--- src/inc/deck_seq_defines.vh ---
`ifndef DECK_SEQ_DEFINES_VH
`define DECK_SEQ_DEFINES_VH

// Timing
`define CLK_MHZ 200
`define TOSC_US 25000
`define TICK_CYCLES_DEF (`TOSC_US * `CLK_MHZ)
`define T1_TICKS 7'd2
`define T2_TICKS 7'd16
`define T3_TICKS 7'd68
`define GAP_TICKS 7'd16

// Mode codes
`define M_STOP 3'h0
`define M_FWIND 3'h1
`define M_REWIND 3'h2
`define M_PLAY 3'h3
`define M_REC 3'h4
`define M_PAUSE 3'h5
`define M_RECPAUSE 3'h6

// Output pattern {pause_n, mute, rec_n, play_n, brake_rel, motor_fwd_n, motor_rev_n}
`define P_STOP 7'h7b
`define P_FWIND 7'h7d
`define P_REWIND 7'h7e
`define P_PLAY 7'h55
`define P_REC 7'h45
`define P_RECPAUSE 7'h0b
`define P_PAUSE 7'h3b
`define MASK_SOL 7'h58
`define MASK_MOT 7'h07
`define MASK_MUTE 7'h20

// Register map
`define REG_STATUS 8'h00
`define REG_CTRL 8'h04
`define REG_REQUEST 8'h08
`define STAT_BUSY 4
`define STAT_HOLD 5
`define CTRL_KEY_INHIBIT 0

// Pin sync vector positions and idle levels
`define PIN_W 10
`define PIN_IDLE 10'h300
`define PIN_AUTO_N 9
`define PIN_ANTI_N 8

`endif

--- src/hw/tape_deck_mode_sequencer.v ---
// Function
// Power-up: hold STOP, ignore all inputs
// After hold: timer pin selects STOP/PLAY/REC
// Timer pin ignored after power-up hold
// Auto input idles high; short low pulse
// Auto: PLAY/REC to rewind, rewind to PLAY, fast_wind to STOP
// Tick runs only while sequencing a change; the code also runs it through the power-up hold
// Short delay two ticks, long sixteen
// Power-up hold lasts 68 ticks
// Mute release follows play by long delay
// Fixed output pattern per mode
// Wind/play swaps pass through STOP 0.4 s
// Play solenoid, then motor and brake, then unmute
// Two keys held: last released wins
// Tri-level keys decoded to key events once
`timescale 1ns/1ps
`include "deck_seq_defines.vh"

module tape_deck_mode_sequencer #(
  parameter [31:0] TICK_CYCLES = `TICK_CYCLES_DEF
)(
  // Clock and reset
  input wire clk_i,
  input wire sys_rst_i,
  input wire ce_i,
  // Tri-level key and timer pins, as high and low comparator levels
  input wire pause_stop_hi_i,
  input wire pause_stop_lo_i,
  input wire fast_wind_play_hi_i,
  input wire fast_wind_play_lo_i,
  input wire rewind_rec_hi_i,
  input wire rewind_rec_lo_i,
  input wire timer_hi_i,
  input wire timer_lo_i,
  // Control pins
  input wire auto_n_i,
  input wire anti_rec_n_i,
  // Mechanism and amplifier
  output wire pause_n_o,
  output wire mute_o,
  output wire rec_n_o,
  output wire play_n_o,
  output wire reel_brake_release_out_o,
  output wire motor_fwd_n_o,
  output wire motor_rev_n_o,
  // AXI4-Lite slave
  input wire [7:0] s_axi_awaddr,
  input wire s_axi_awvalid,
  output wire s_axi_awready,
  input wire [31:0] s_axi_wdata,
  input wire [3:0] s_axi_wstrb,
  input wire s_axi_wvalid,
  output wire s_axi_wready,
  output reg [1:0] s_axi_bresp,
  output reg s_axi_bvalid,
  input wire s_axi_bready,
  input wire [7:0] s_axi_araddr,
  input wire s_axi_arvalid,
  output wire s_axi_arready,
  output reg [31:0] s_axi_rdata,
  output reg [1:0] s_axi_rresp,
  output reg s_axi_rvalid,
  input wire s_axi_rready
);

  localparam [3:0] ST_HOLD = 4'h1;
  localparam [3:0] ST_IDLE = 4'h2;
  localparam [3:0] ST_GAP = 4'h4;
  localparam [3:0] ST_SEQ = 4'h8;

  function [6:0] pattern;
    input [2:0] m;
    begin
      case (m)
        `M_FWIND: pattern = `P_FWIND;
        `M_REWIND: pattern = `P_REWIND;
        `M_PLAY: pattern = `P_PLAY;
        `M_REC: pattern = `P_REC;
        `M_PAUSE: pattern = `P_PAUSE;
        `M_RECPAUSE: pattern = `P_RECPAUSE;
        default: pattern = `P_STOP;
      endcase
    end
  endfunction

  // Key request from current mode; bit 3 marks a valid change
  function [3:0] resolve;
    input [2:0] cur;
    input [2:0] req;
    input anti;
    reg [2:0] m;
    begin
      m = req;
      if (req == `M_PAUSE && cur == `M_REC)
        m = `M_RECPAUSE;
      if (req == `M_PLAY && cur == `M_RECPAUSE)
        m = `M_REC;
      if ((m == `M_REC || m == `M_RECPAUSE) && anti)
        resolve = 4'h0;
      else if (m == `M_PAUSE && (cur == `M_FWIND || cur == `M_REWIND))
        resolve = 4'h0;
      else if (m == cur)
        resolve = 4'h0;
      else
        resolve = {1'b1, m};
    end
  endfunction

  // Pin synchroniser: stable value moves once stages two and three agree
  reg [`PIN_W-1:0] sync1;
  reg [`PIN_W-1:0] sync2;
  reg [`PIN_W-1:0] sync3;
  reg [`PIN_W-1:0] pins;
  wire [`PIN_W-1:0] raw = {auto_n_i, anti_rec_n_i, timer_hi_i, timer_lo_i,
    pause_stop_hi_i, pause_stop_lo_i, fast_wind_play_hi_i, fast_wind_play_lo_i,
    rewind_rec_hi_i, rewind_rec_lo_i};

  always @(posedge clk_i)
  begin
    if (sys_rst_i)
    begin
      sync1 <= `PIN_IDLE;
      sync2 <= `PIN_IDLE;
      sync3 <= `PIN_IDLE;
      pins <= `PIN_IDLE;
    end
    else if (ce_i)
    begin
      sync1 <= raw;
      sync2 <= sync1;
      sync3 <= sync2;
      pins <= (sync2 & ~(sync2 ^ sync3)) | (pins & (sync2 ^ sync3));
    end
  end

  wire k_pause = pins[5];
  wire k_stop = pins[4];
  wire k_fwind = pins[3];
  wire k_play = pins[2];
  wire k_rew = pins[1];
  wire k_rec = pins[0];
  wire anti_rec = ~pins[`PIN_ANTI_N];

  // Key decode; a floating pin is neither high nor low
  reg [3:0] key_code;
  always @*
  begin
    key_code = 4'h0;
    if (k_rec && k_play)
      key_code = {1'b1, `M_REC};
    else if (k_rec && k_pause)
      key_code = {1'b1, `M_RECPAUSE};
    else if ({k_pause, k_stop, k_fwind, k_play, k_rew, k_rec} == 6'h20)
      key_code = {1'b1, `M_PAUSE};
    else if ({k_pause, k_stop, k_fwind, k_play, k_rew, k_rec} == 6'h10)
      key_code = {1'b1, `M_STOP};
    else if ({k_pause, k_stop, k_fwind, k_play, k_rew, k_rec} == 6'h08)
      key_code = {1'b1, `M_FWIND};
    else if ({k_pause, k_stop, k_fwind, k_play, k_rew, k_rec} == 6'h04)
      key_code = {1'b1, `M_PLAY};
    else if ({k_pause, k_stop, k_fwind, k_play, k_rew, k_rec} == 6'h02)
      key_code = {1'b1, `M_REWIND};
  end

  reg [3:0] state;
  reg [2:0] mode;
  reg [6:0] out_pat;
  reg [31:0] presc;
  reg [6:0] tcnt;
  reg [3:0] key_prev;
  reg auto_prev;
  reg key_inhibit;
  reg pend_v;
  reg [2:0] pend_m;
  reg sw_req_v;
  reg [2:0] sw_req_m;

  // Tick exists only outside idle, like the gated RC oscillator
  wire tick = (state != ST_IDLE) && (presc == TICK_CYCLES - 32'd1);

  // One event per change of the held key set; dropping from two keys
  // to one selects the key still held, so the last one released wins
  wire key_ev = key_code[3] && (key_code != key_prev) && !key_inhibit;
  wire auto_ev = auto_prev && !pins[`PIN_AUTO_N];
  reg [3:0] auto_req;
  always @*
  begin
    case (mode)
      `M_PLAY, `M_REC: auto_req = {1'b1, `M_REWIND};
      `M_REWIND: auto_req = {1'b1, `M_PLAY};
      `M_FWIND: auto_req = {1'b1, `M_STOP};
      default: auto_req = 4'h0;
    endcase
  end

  wire [3:0] key_res = resolve(mode, key_code[2:0], anti_rec);
  wire [3:0] sw_res = resolve(mode, sw_req_m, anti_rec);
  wire [3:0] req = (key_ev && key_res[3]) ? key_res :
    (auto_ev && auto_req[3]) ? auto_req : (sw_req_v ? sw_res : 4'h0);

  function needs_gap;
    input [2:0] cur;
    input [2:0] nxt;
    reg cur_wind;
    reg cur_play;
    reg nxt_wind;
    reg nxt_play;
    begin
      cur_wind = (cur == `M_FWIND) || (cur == `M_REWIND);
      cur_play = (cur == `M_PLAY) || (cur == `M_REC);
      nxt_wind = (nxt == `M_FWIND) || (nxt == `M_REWIND);
      nxt_play = (nxt == `M_PLAY) || (nxt == `M_REC);
      needs_gap = (cur_wind && (nxt_wind || nxt_play)) || (cur_play && nxt_wind);
    end
  endfunction

  wire timer_hi_sel = pins[7] && !pins[6];
  wire timer_lo_sel = pins[6] && !pins[7];
  wire [3:0] timer_req = timer_hi_sel ? {1'b1, `M_PLAY} :
    (timer_lo_sel ? {1'b1, `M_REC} : 4'h0);
  wire [3:0] launch = (state == ST_HOLD) ? timer_req : (pend_v ? {1'b1, pend_m} : req);
  wire hold_done = (state == ST_HOLD) && tick && (tcnt == `T3_TICKS - 7'd1);
  wire seq_done = tick && (tcnt == `T1_TICKS + `T2_TICKS - 7'd1);
  wire can_launch = (state == ST_IDLE) || hold_done || (state == ST_SEQ && seq_done);

  always @(posedge clk_i)
  begin
    if (sys_rst_i)
    begin
      state <= ST_HOLD;
      mode <= `M_STOP;
      out_pat <= `P_STOP;
      presc <= 32'h0;
      tcnt <= 7'h0;
      key_prev <= 4'h0;
      auto_prev <= 1'b1;
      pend_v <= 1'b0;
      pend_m <= `M_STOP;
    end
    else if (ce_i)
    begin
      key_prev <= key_code;
      auto_prev <= pins[`PIN_AUTO_N];
      if (state == ST_IDLE || tick)
        presc <= 32'h0;
      else
        presc <= presc + 32'd1;
      if (tick)
        tcnt <= tcnt + 7'd1;
      if (state != ST_HOLD && !can_launch && req[3])
      begin
        pend_v <= 1'b1;
        pend_m <= req[2:0];
      end
      // Final pattern first, so a change launched at this edge overrides it
      if (state == ST_SEQ && seq_done)
        out_pat <= pattern(mode);
      if (can_launch)
      begin
        // Hold ignores keys; only the timer pin is read, once, here
        if (state != ST_HOLD && pend_v)
          pend_v <= 1'b0;
        if (launch[3] && (state != ST_HOLD || launch[2:0] != `M_STOP))
        begin
          mode <= launch[2:0];
          tcnt <= 7'h0;
          if (needs_gap(mode, launch[2:0]))
          begin
            out_pat <= `P_STOP;
            state <= ST_GAP;
          end
          else
          begin
            // Muting starts at once; releasing it waits for the mechanism
            out_pat <= out_pat | (pattern(launch[2:0]) & `MASK_MUTE);
            state <= ST_SEQ;
          end
        end
        else
          state <= ST_IDLE;
      end
      else if (state == ST_GAP && tick && tcnt == `GAP_TICKS - 7'd1)
      begin
        tcnt <= 7'h0;
        state <= ST_SEQ;
      end
      else if (state == ST_SEQ && tick)
      begin
        if (tcnt == `T1_TICKS - 7'd1)
          out_pat <= (out_pat & ~`MASK_SOL) | (pattern(mode) & `MASK_SOL);
        if (tcnt == `T1_TICKS + `T1_TICKS - 7'd1)
          out_pat <= (out_pat & ~`MASK_MOT) | (pattern(mode) & `MASK_MOT);
      end
    end
  end

  assign {pause_n_o, mute_o, rec_n_o, play_n_o, reel_brake_release_out_o,
    motor_fwd_n_o, motor_rev_n_o} = out_pat;

  // AXI4-Lite: address and data taken in either order, one write at a time
  reg aw_held;
  reg w_held;
  reg [7:0] aw_addr;
  reg [31:0] w_data;
  reg [3:0] w_strb;
  assign s_axi_awready = !aw_held && !s_axi_bvalid;
  assign s_axi_wready = !w_held && !s_axi_bvalid;
  assign s_axi_arready = !s_axi_rvalid;
  wire do_write = aw_held && w_held && !s_axi_bvalid;

  always @(posedge clk_i)
  begin
    if (sys_rst_i)
    begin
      aw_held <= 1'b0;
      w_held <= 1'b0;
      aw_addr <= 8'h00;
      w_data <= 32'h0;
      w_strb <= 4'h0;
      s_axi_bvalid <= 1'b0;
      s_axi_bresp <= 2'h0;
      s_axi_rvalid <= 1'b0;
      s_axi_rresp <= 2'h0;
      s_axi_rdata <= 32'h0;
      key_inhibit <= 1'b0;
      sw_req_v <= 1'b0;
      sw_req_m <= `M_STOP;
    end
    else if (ce_i)
    begin
      sw_req_v <= 1'b0;
      if (s_axi_awvalid && s_axi_awready)
      begin
        aw_held <= 1'b1;
        aw_addr <= s_axi_awaddr;
      end
      if (s_axi_wvalid && s_axi_wready)
      begin
        w_held <= 1'b1;
        w_data <= s_axi_wdata;
        w_strb <= s_axi_wstrb;
      end
      if (do_write)
      begin
        aw_held <= 1'b0;
        w_held <= 1'b0;
        s_axi_bvalid <= 1'b1;
        s_axi_bresp <= 2'h0;
        if (aw_addr == `REG_CTRL && w_strb[0])
          key_inhibit <= w_data[`CTRL_KEY_INHIBIT];
        else if (aw_addr == `REG_REQUEST && w_strb[0])
        begin
          sw_req_v <= (state != ST_HOLD);
          sw_req_m <= w_data[2:0];
        end
        else if (aw_addr != `REG_STATUS && aw_addr != `REG_CTRL && aw_addr != `REG_REQUEST)
          s_axi_bresp <= 2'h2;
      end
      else if (s_axi_bvalid && s_axi_bready)
        s_axi_bvalid <= 1'b0;
      if (s_axi_arvalid && s_axi_arready)
      begin
        s_axi_rvalid <= 1'b1;
        s_axi_rresp <= 2'h0;
        s_axi_rdata <= 32'h0;
        if (s_axi_araddr == `REG_STATUS)
          s_axi_rdata <= {26'h0, state == ST_HOLD, state != ST_IDLE, 1'b0, mode};
        else if (s_axi_araddr == `REG_CTRL)
          s_axi_rdata <= {31'h0, key_inhibit};
        else if (s_axi_araddr != `REG_REQUEST)
          s_axi_rresp <= 2'h2;
      end
      else if (s_axi_rvalid && s_axi_rready)
        s_axi_rvalid <= 1'b0;
    end
  end

endmodule

--- config.mk ---
export PLATFORM = sky130hd
export DESIGN_NAME = tape_deck_mode_sequencer
export DESIGN_NICKNAME = d
export VERILOG_FILES = /design/src/hw/tape_deck_mode_sequencer.v
export VERILOG_INCLUDE_DIRS = /design/src /design/src/inc
export SDC_FILE = /design/constraint.sdc
export NUM_CORES = 1
export LEC_CHECK = 0
export ABC_AREA = 1
export ABC_CLOCK_PERIOD_IN_PS = 4900
export BUFFER_PORTS_ARGS = -buffer_cell sky130_fd_sc_hd__buf_2
export CAP_MARGIN = 10
export CORE_MARGIN = 4
export CORE_UTILIZATION = 50
export DETAILED_ROUTE_END_ITERATION = 16
export PLACE_DENSITY = 0.72
export RECOVER_POWER = 50
export SYNTH_ARGS = -nofsm -noshare
export SYNTH_HDL_FRONTEND = slang
export SYNTH_SLANG_ARGS = --single-unit
--- constraint.sdc ---
create_clock -name clk_i -period 4.9 [get_ports clk_i]
set_clock_uncertainty 0.15 [all_clocks]
set_input_delay 0.245 -clock clk_i [delete_from_list [all_inputs] [get_ports clk_i]]
set_output_delay 0.245 -clock clk_i [all_outputs]
set_load 0.005 [all_outputs]
==> metrics.csv <==
metric;value;unit
hold_class;primary input to flip-flop;
arrival;3950;ps
required;5120;ps
grt_pass1_wl;26700;um
rows;42;
ys_types;55;
crit_fanout;66;
drcViolationCount;0;
multi_input_area;3560;um^2
yosysTopAreaCellShare;38.3;%
period_share;76.2;%
drive_gt1_share;12.8;%
first_global_vias;5953;
antenna_found_initial;0;
crit_chain;clkbuf_1, clkinv_1, clkbuf_1, o21ai_0, a31oi_1, dlygate4sd3_1;
diodes;0;
stdcell_count;1248;
synth.yosys.seq_area_share;38.3;%
synth_edf_count;0;
synth_seq_cells;130;
cts_max_level;4;
ant_nets;0;
tightest_slew;2550;ps
cts.sinks;130;
finalHoldViolations;0;
nNetsFinal;1135;
synth_common_cells;167 x nand2_1, 148 x nor2_1, 130 x dfxtp_1, 98 x inv_1, 75 x o21ai_0;
crit_path_end_kind;flip-flop;
rsz0062_at_grt;false;
hold_ws;31.1;ps
outcome;complete, but fails checks;
seq_area;2600;um^2
cts_resized;0;
dp_cells;1190;
place_area;7120;um^2
clockRootBuffer;clkbuf_16;
ys.flop_type;dfxtp_1;
violations;capacitance limit, slew limit;
drv_slew;113;
path_clk_slew;60;ps
relSlewSlack;-69.8;%
first_pass_iters;5;
yosysMostFrequentCell;nand2_1;
track_usage;20.4;%
yosysWarnings;0;
dieArea;15500;um^2
cts_tree;yes;
io_pins;118;
netlist_top_cells_area;dfxtp_1 38%, nand2_1 9.2%, nor2_1 8.2%;
core;13300;um^2
fmax;268;MHz
cts_buffers;17;
crit_slowest_cell;clkbuf_1;
avgRoutedWirePerCell;12.4;um
cap_viol_max_count;2;
total_power;2.56;mW
finalSetupViolCount;0;
grt.overflow.total;0;
portBuffers;56;
post-dp-hpwl;10700;um
floorplan.initialDensity;51.1;%
crit_top_cell;clkbuf_1;
vdd_drop_max;225;uV
power.leakage;3.39;nW
routed_wl;15500;um
clockBufferDepth;2;
max_stage_delay;1830;ps
fillers;1259;
timing.setup.tns;0;ps
avgSynthCellArea;6.93;um^2
area_delta_synth_final;17.2;%
vias_per_cell;5.12;
postSynthCellCount;981;
synth_largest_area_cell;dfxtp_1;
drtIter0Drc;373;
stdcell_area;7970;um^2
chipHeight;125;um
powerDensity;321;nW/um^2
die_x;125;um
grt_max_degree;67;
period_needed;3730;ps
async_flop_share;0;%
clk_latency;420;ps
start_kind;primary input;
vias;6391;
crit_type;primary input to flip-flop;
synth_area;6800;um^2
gp_congestion;0.897;
## timing repair
item | 4_1_cts | 5_1_grt
setup buffers | 0 | 0
setup endpoints to repair | 0 | 0
hold buffers | 27 | 0
hold endpoints to repair | 25 | 0
## routing by layer
layer / track usage, % / part of all wire, % / vias to the layer above
li1: - / - / 3334
met1: 26.2 / 48 / 2885
met2: 33.1 / 46 / 145
met3: 4.33 / 4.6 / 27
met4: 8.45 / 2.2 / 0
met5: 0 / 0 / -
## cell usage in the layout (no fill, tap or decap), types with 27 or more instances in the layout
cell type / instances
nand2_1: 167
nor2_1: 148
dfxtp_1: 130
inv_1: 97
o21ai_0: 75
nand3_1: 67
a21oi_1: 63
buf_2: 45
conb_1: 29
dlygate4sd3_1: 27
## where the power goes
group          total [mW]  leakage (nW)  switching, mW  internal, mW
Sequential           1.11          1.06         0.0188          1.09
Clock                1.29         0.283          0.472         0.814
Combinational       0.161          2.04         0.0943        0.0671
Total                2.56          3.39          0.585          1.97
## state kept, by name, indices dropped and copies added (netlist names), 4 cells and up, named ones only
| signal | count |
|---|---|
| presc | 32 |
| sync1 | 10 |
| sync2 | 10 |
| sync3 | 10 |
| aw_addr | 8 |
| out_pat | 7 |
| tcnt | 7 |
| s_axi_rdata | 5 |
| key_prev | 4 |
| state | 4 |
## path summary, 6_finish.rpt
| path | startpoint | end | slack, ps | cells past startpoint |
|---|---|---|---|---|
| setup / recovery | sys_rst_i | s_axi_rresp[1] | 1170 | 6 |
| hold / removal | s_axi_araddr[2] | s_axi_rdata[4] | 30 | 4 |
| setup reg to reg | mode[2] | out_pat[4] | 1670 | 18 |
| hold reg to reg | w_data[1] | w_data[1] | 310 | 2 |
## cells by family (layout without fill, tap and decap cells)
family	Yosys count	count (layout)	synth area share, %
and+or+nand+nor	485	485	32.8
AOI/OAI and AO/OA	174	174	14.5
buffers and inverters	167	230	10.9
DFF	130	130	38.3
xor gates and xnor gates	16	16	2.06
adders and majority gates	5	5	0.920
muxes	3	3	0.460
other	1	29	0.0552
## per-stage QoR
| stage | util [%] | setup slack, ps |
|---|---|---|
| finish | 59.9 | 1170 |
| global route | 59.9 | 815 |
| CTS | 60.1 | 1800 |
| detailed placement | 53.5 | 1840 |
| global placement | 53.5 | 1890 |
| floorplan | - | 2430 |
## area by class of cell
cell class | instances | share of cell area [%]
tap | 176 | 2.76
clock inverter | 11 | 1.96
sequential | 130 | 32.7
timing repair buffer | 88 | 7.11
inverter | 111 | 5.23
clock buffer | 20 | 5.61
multi-input combinational | 712 | 44.7
## worst max-delay path: cells and delay by family
| family | cells | cell delay (ps) |
|---|---|---|
| compound gates | 2 | 560 |
| buf+inv | 4 | 3130 |
Power figures use the tool's default switching activity.
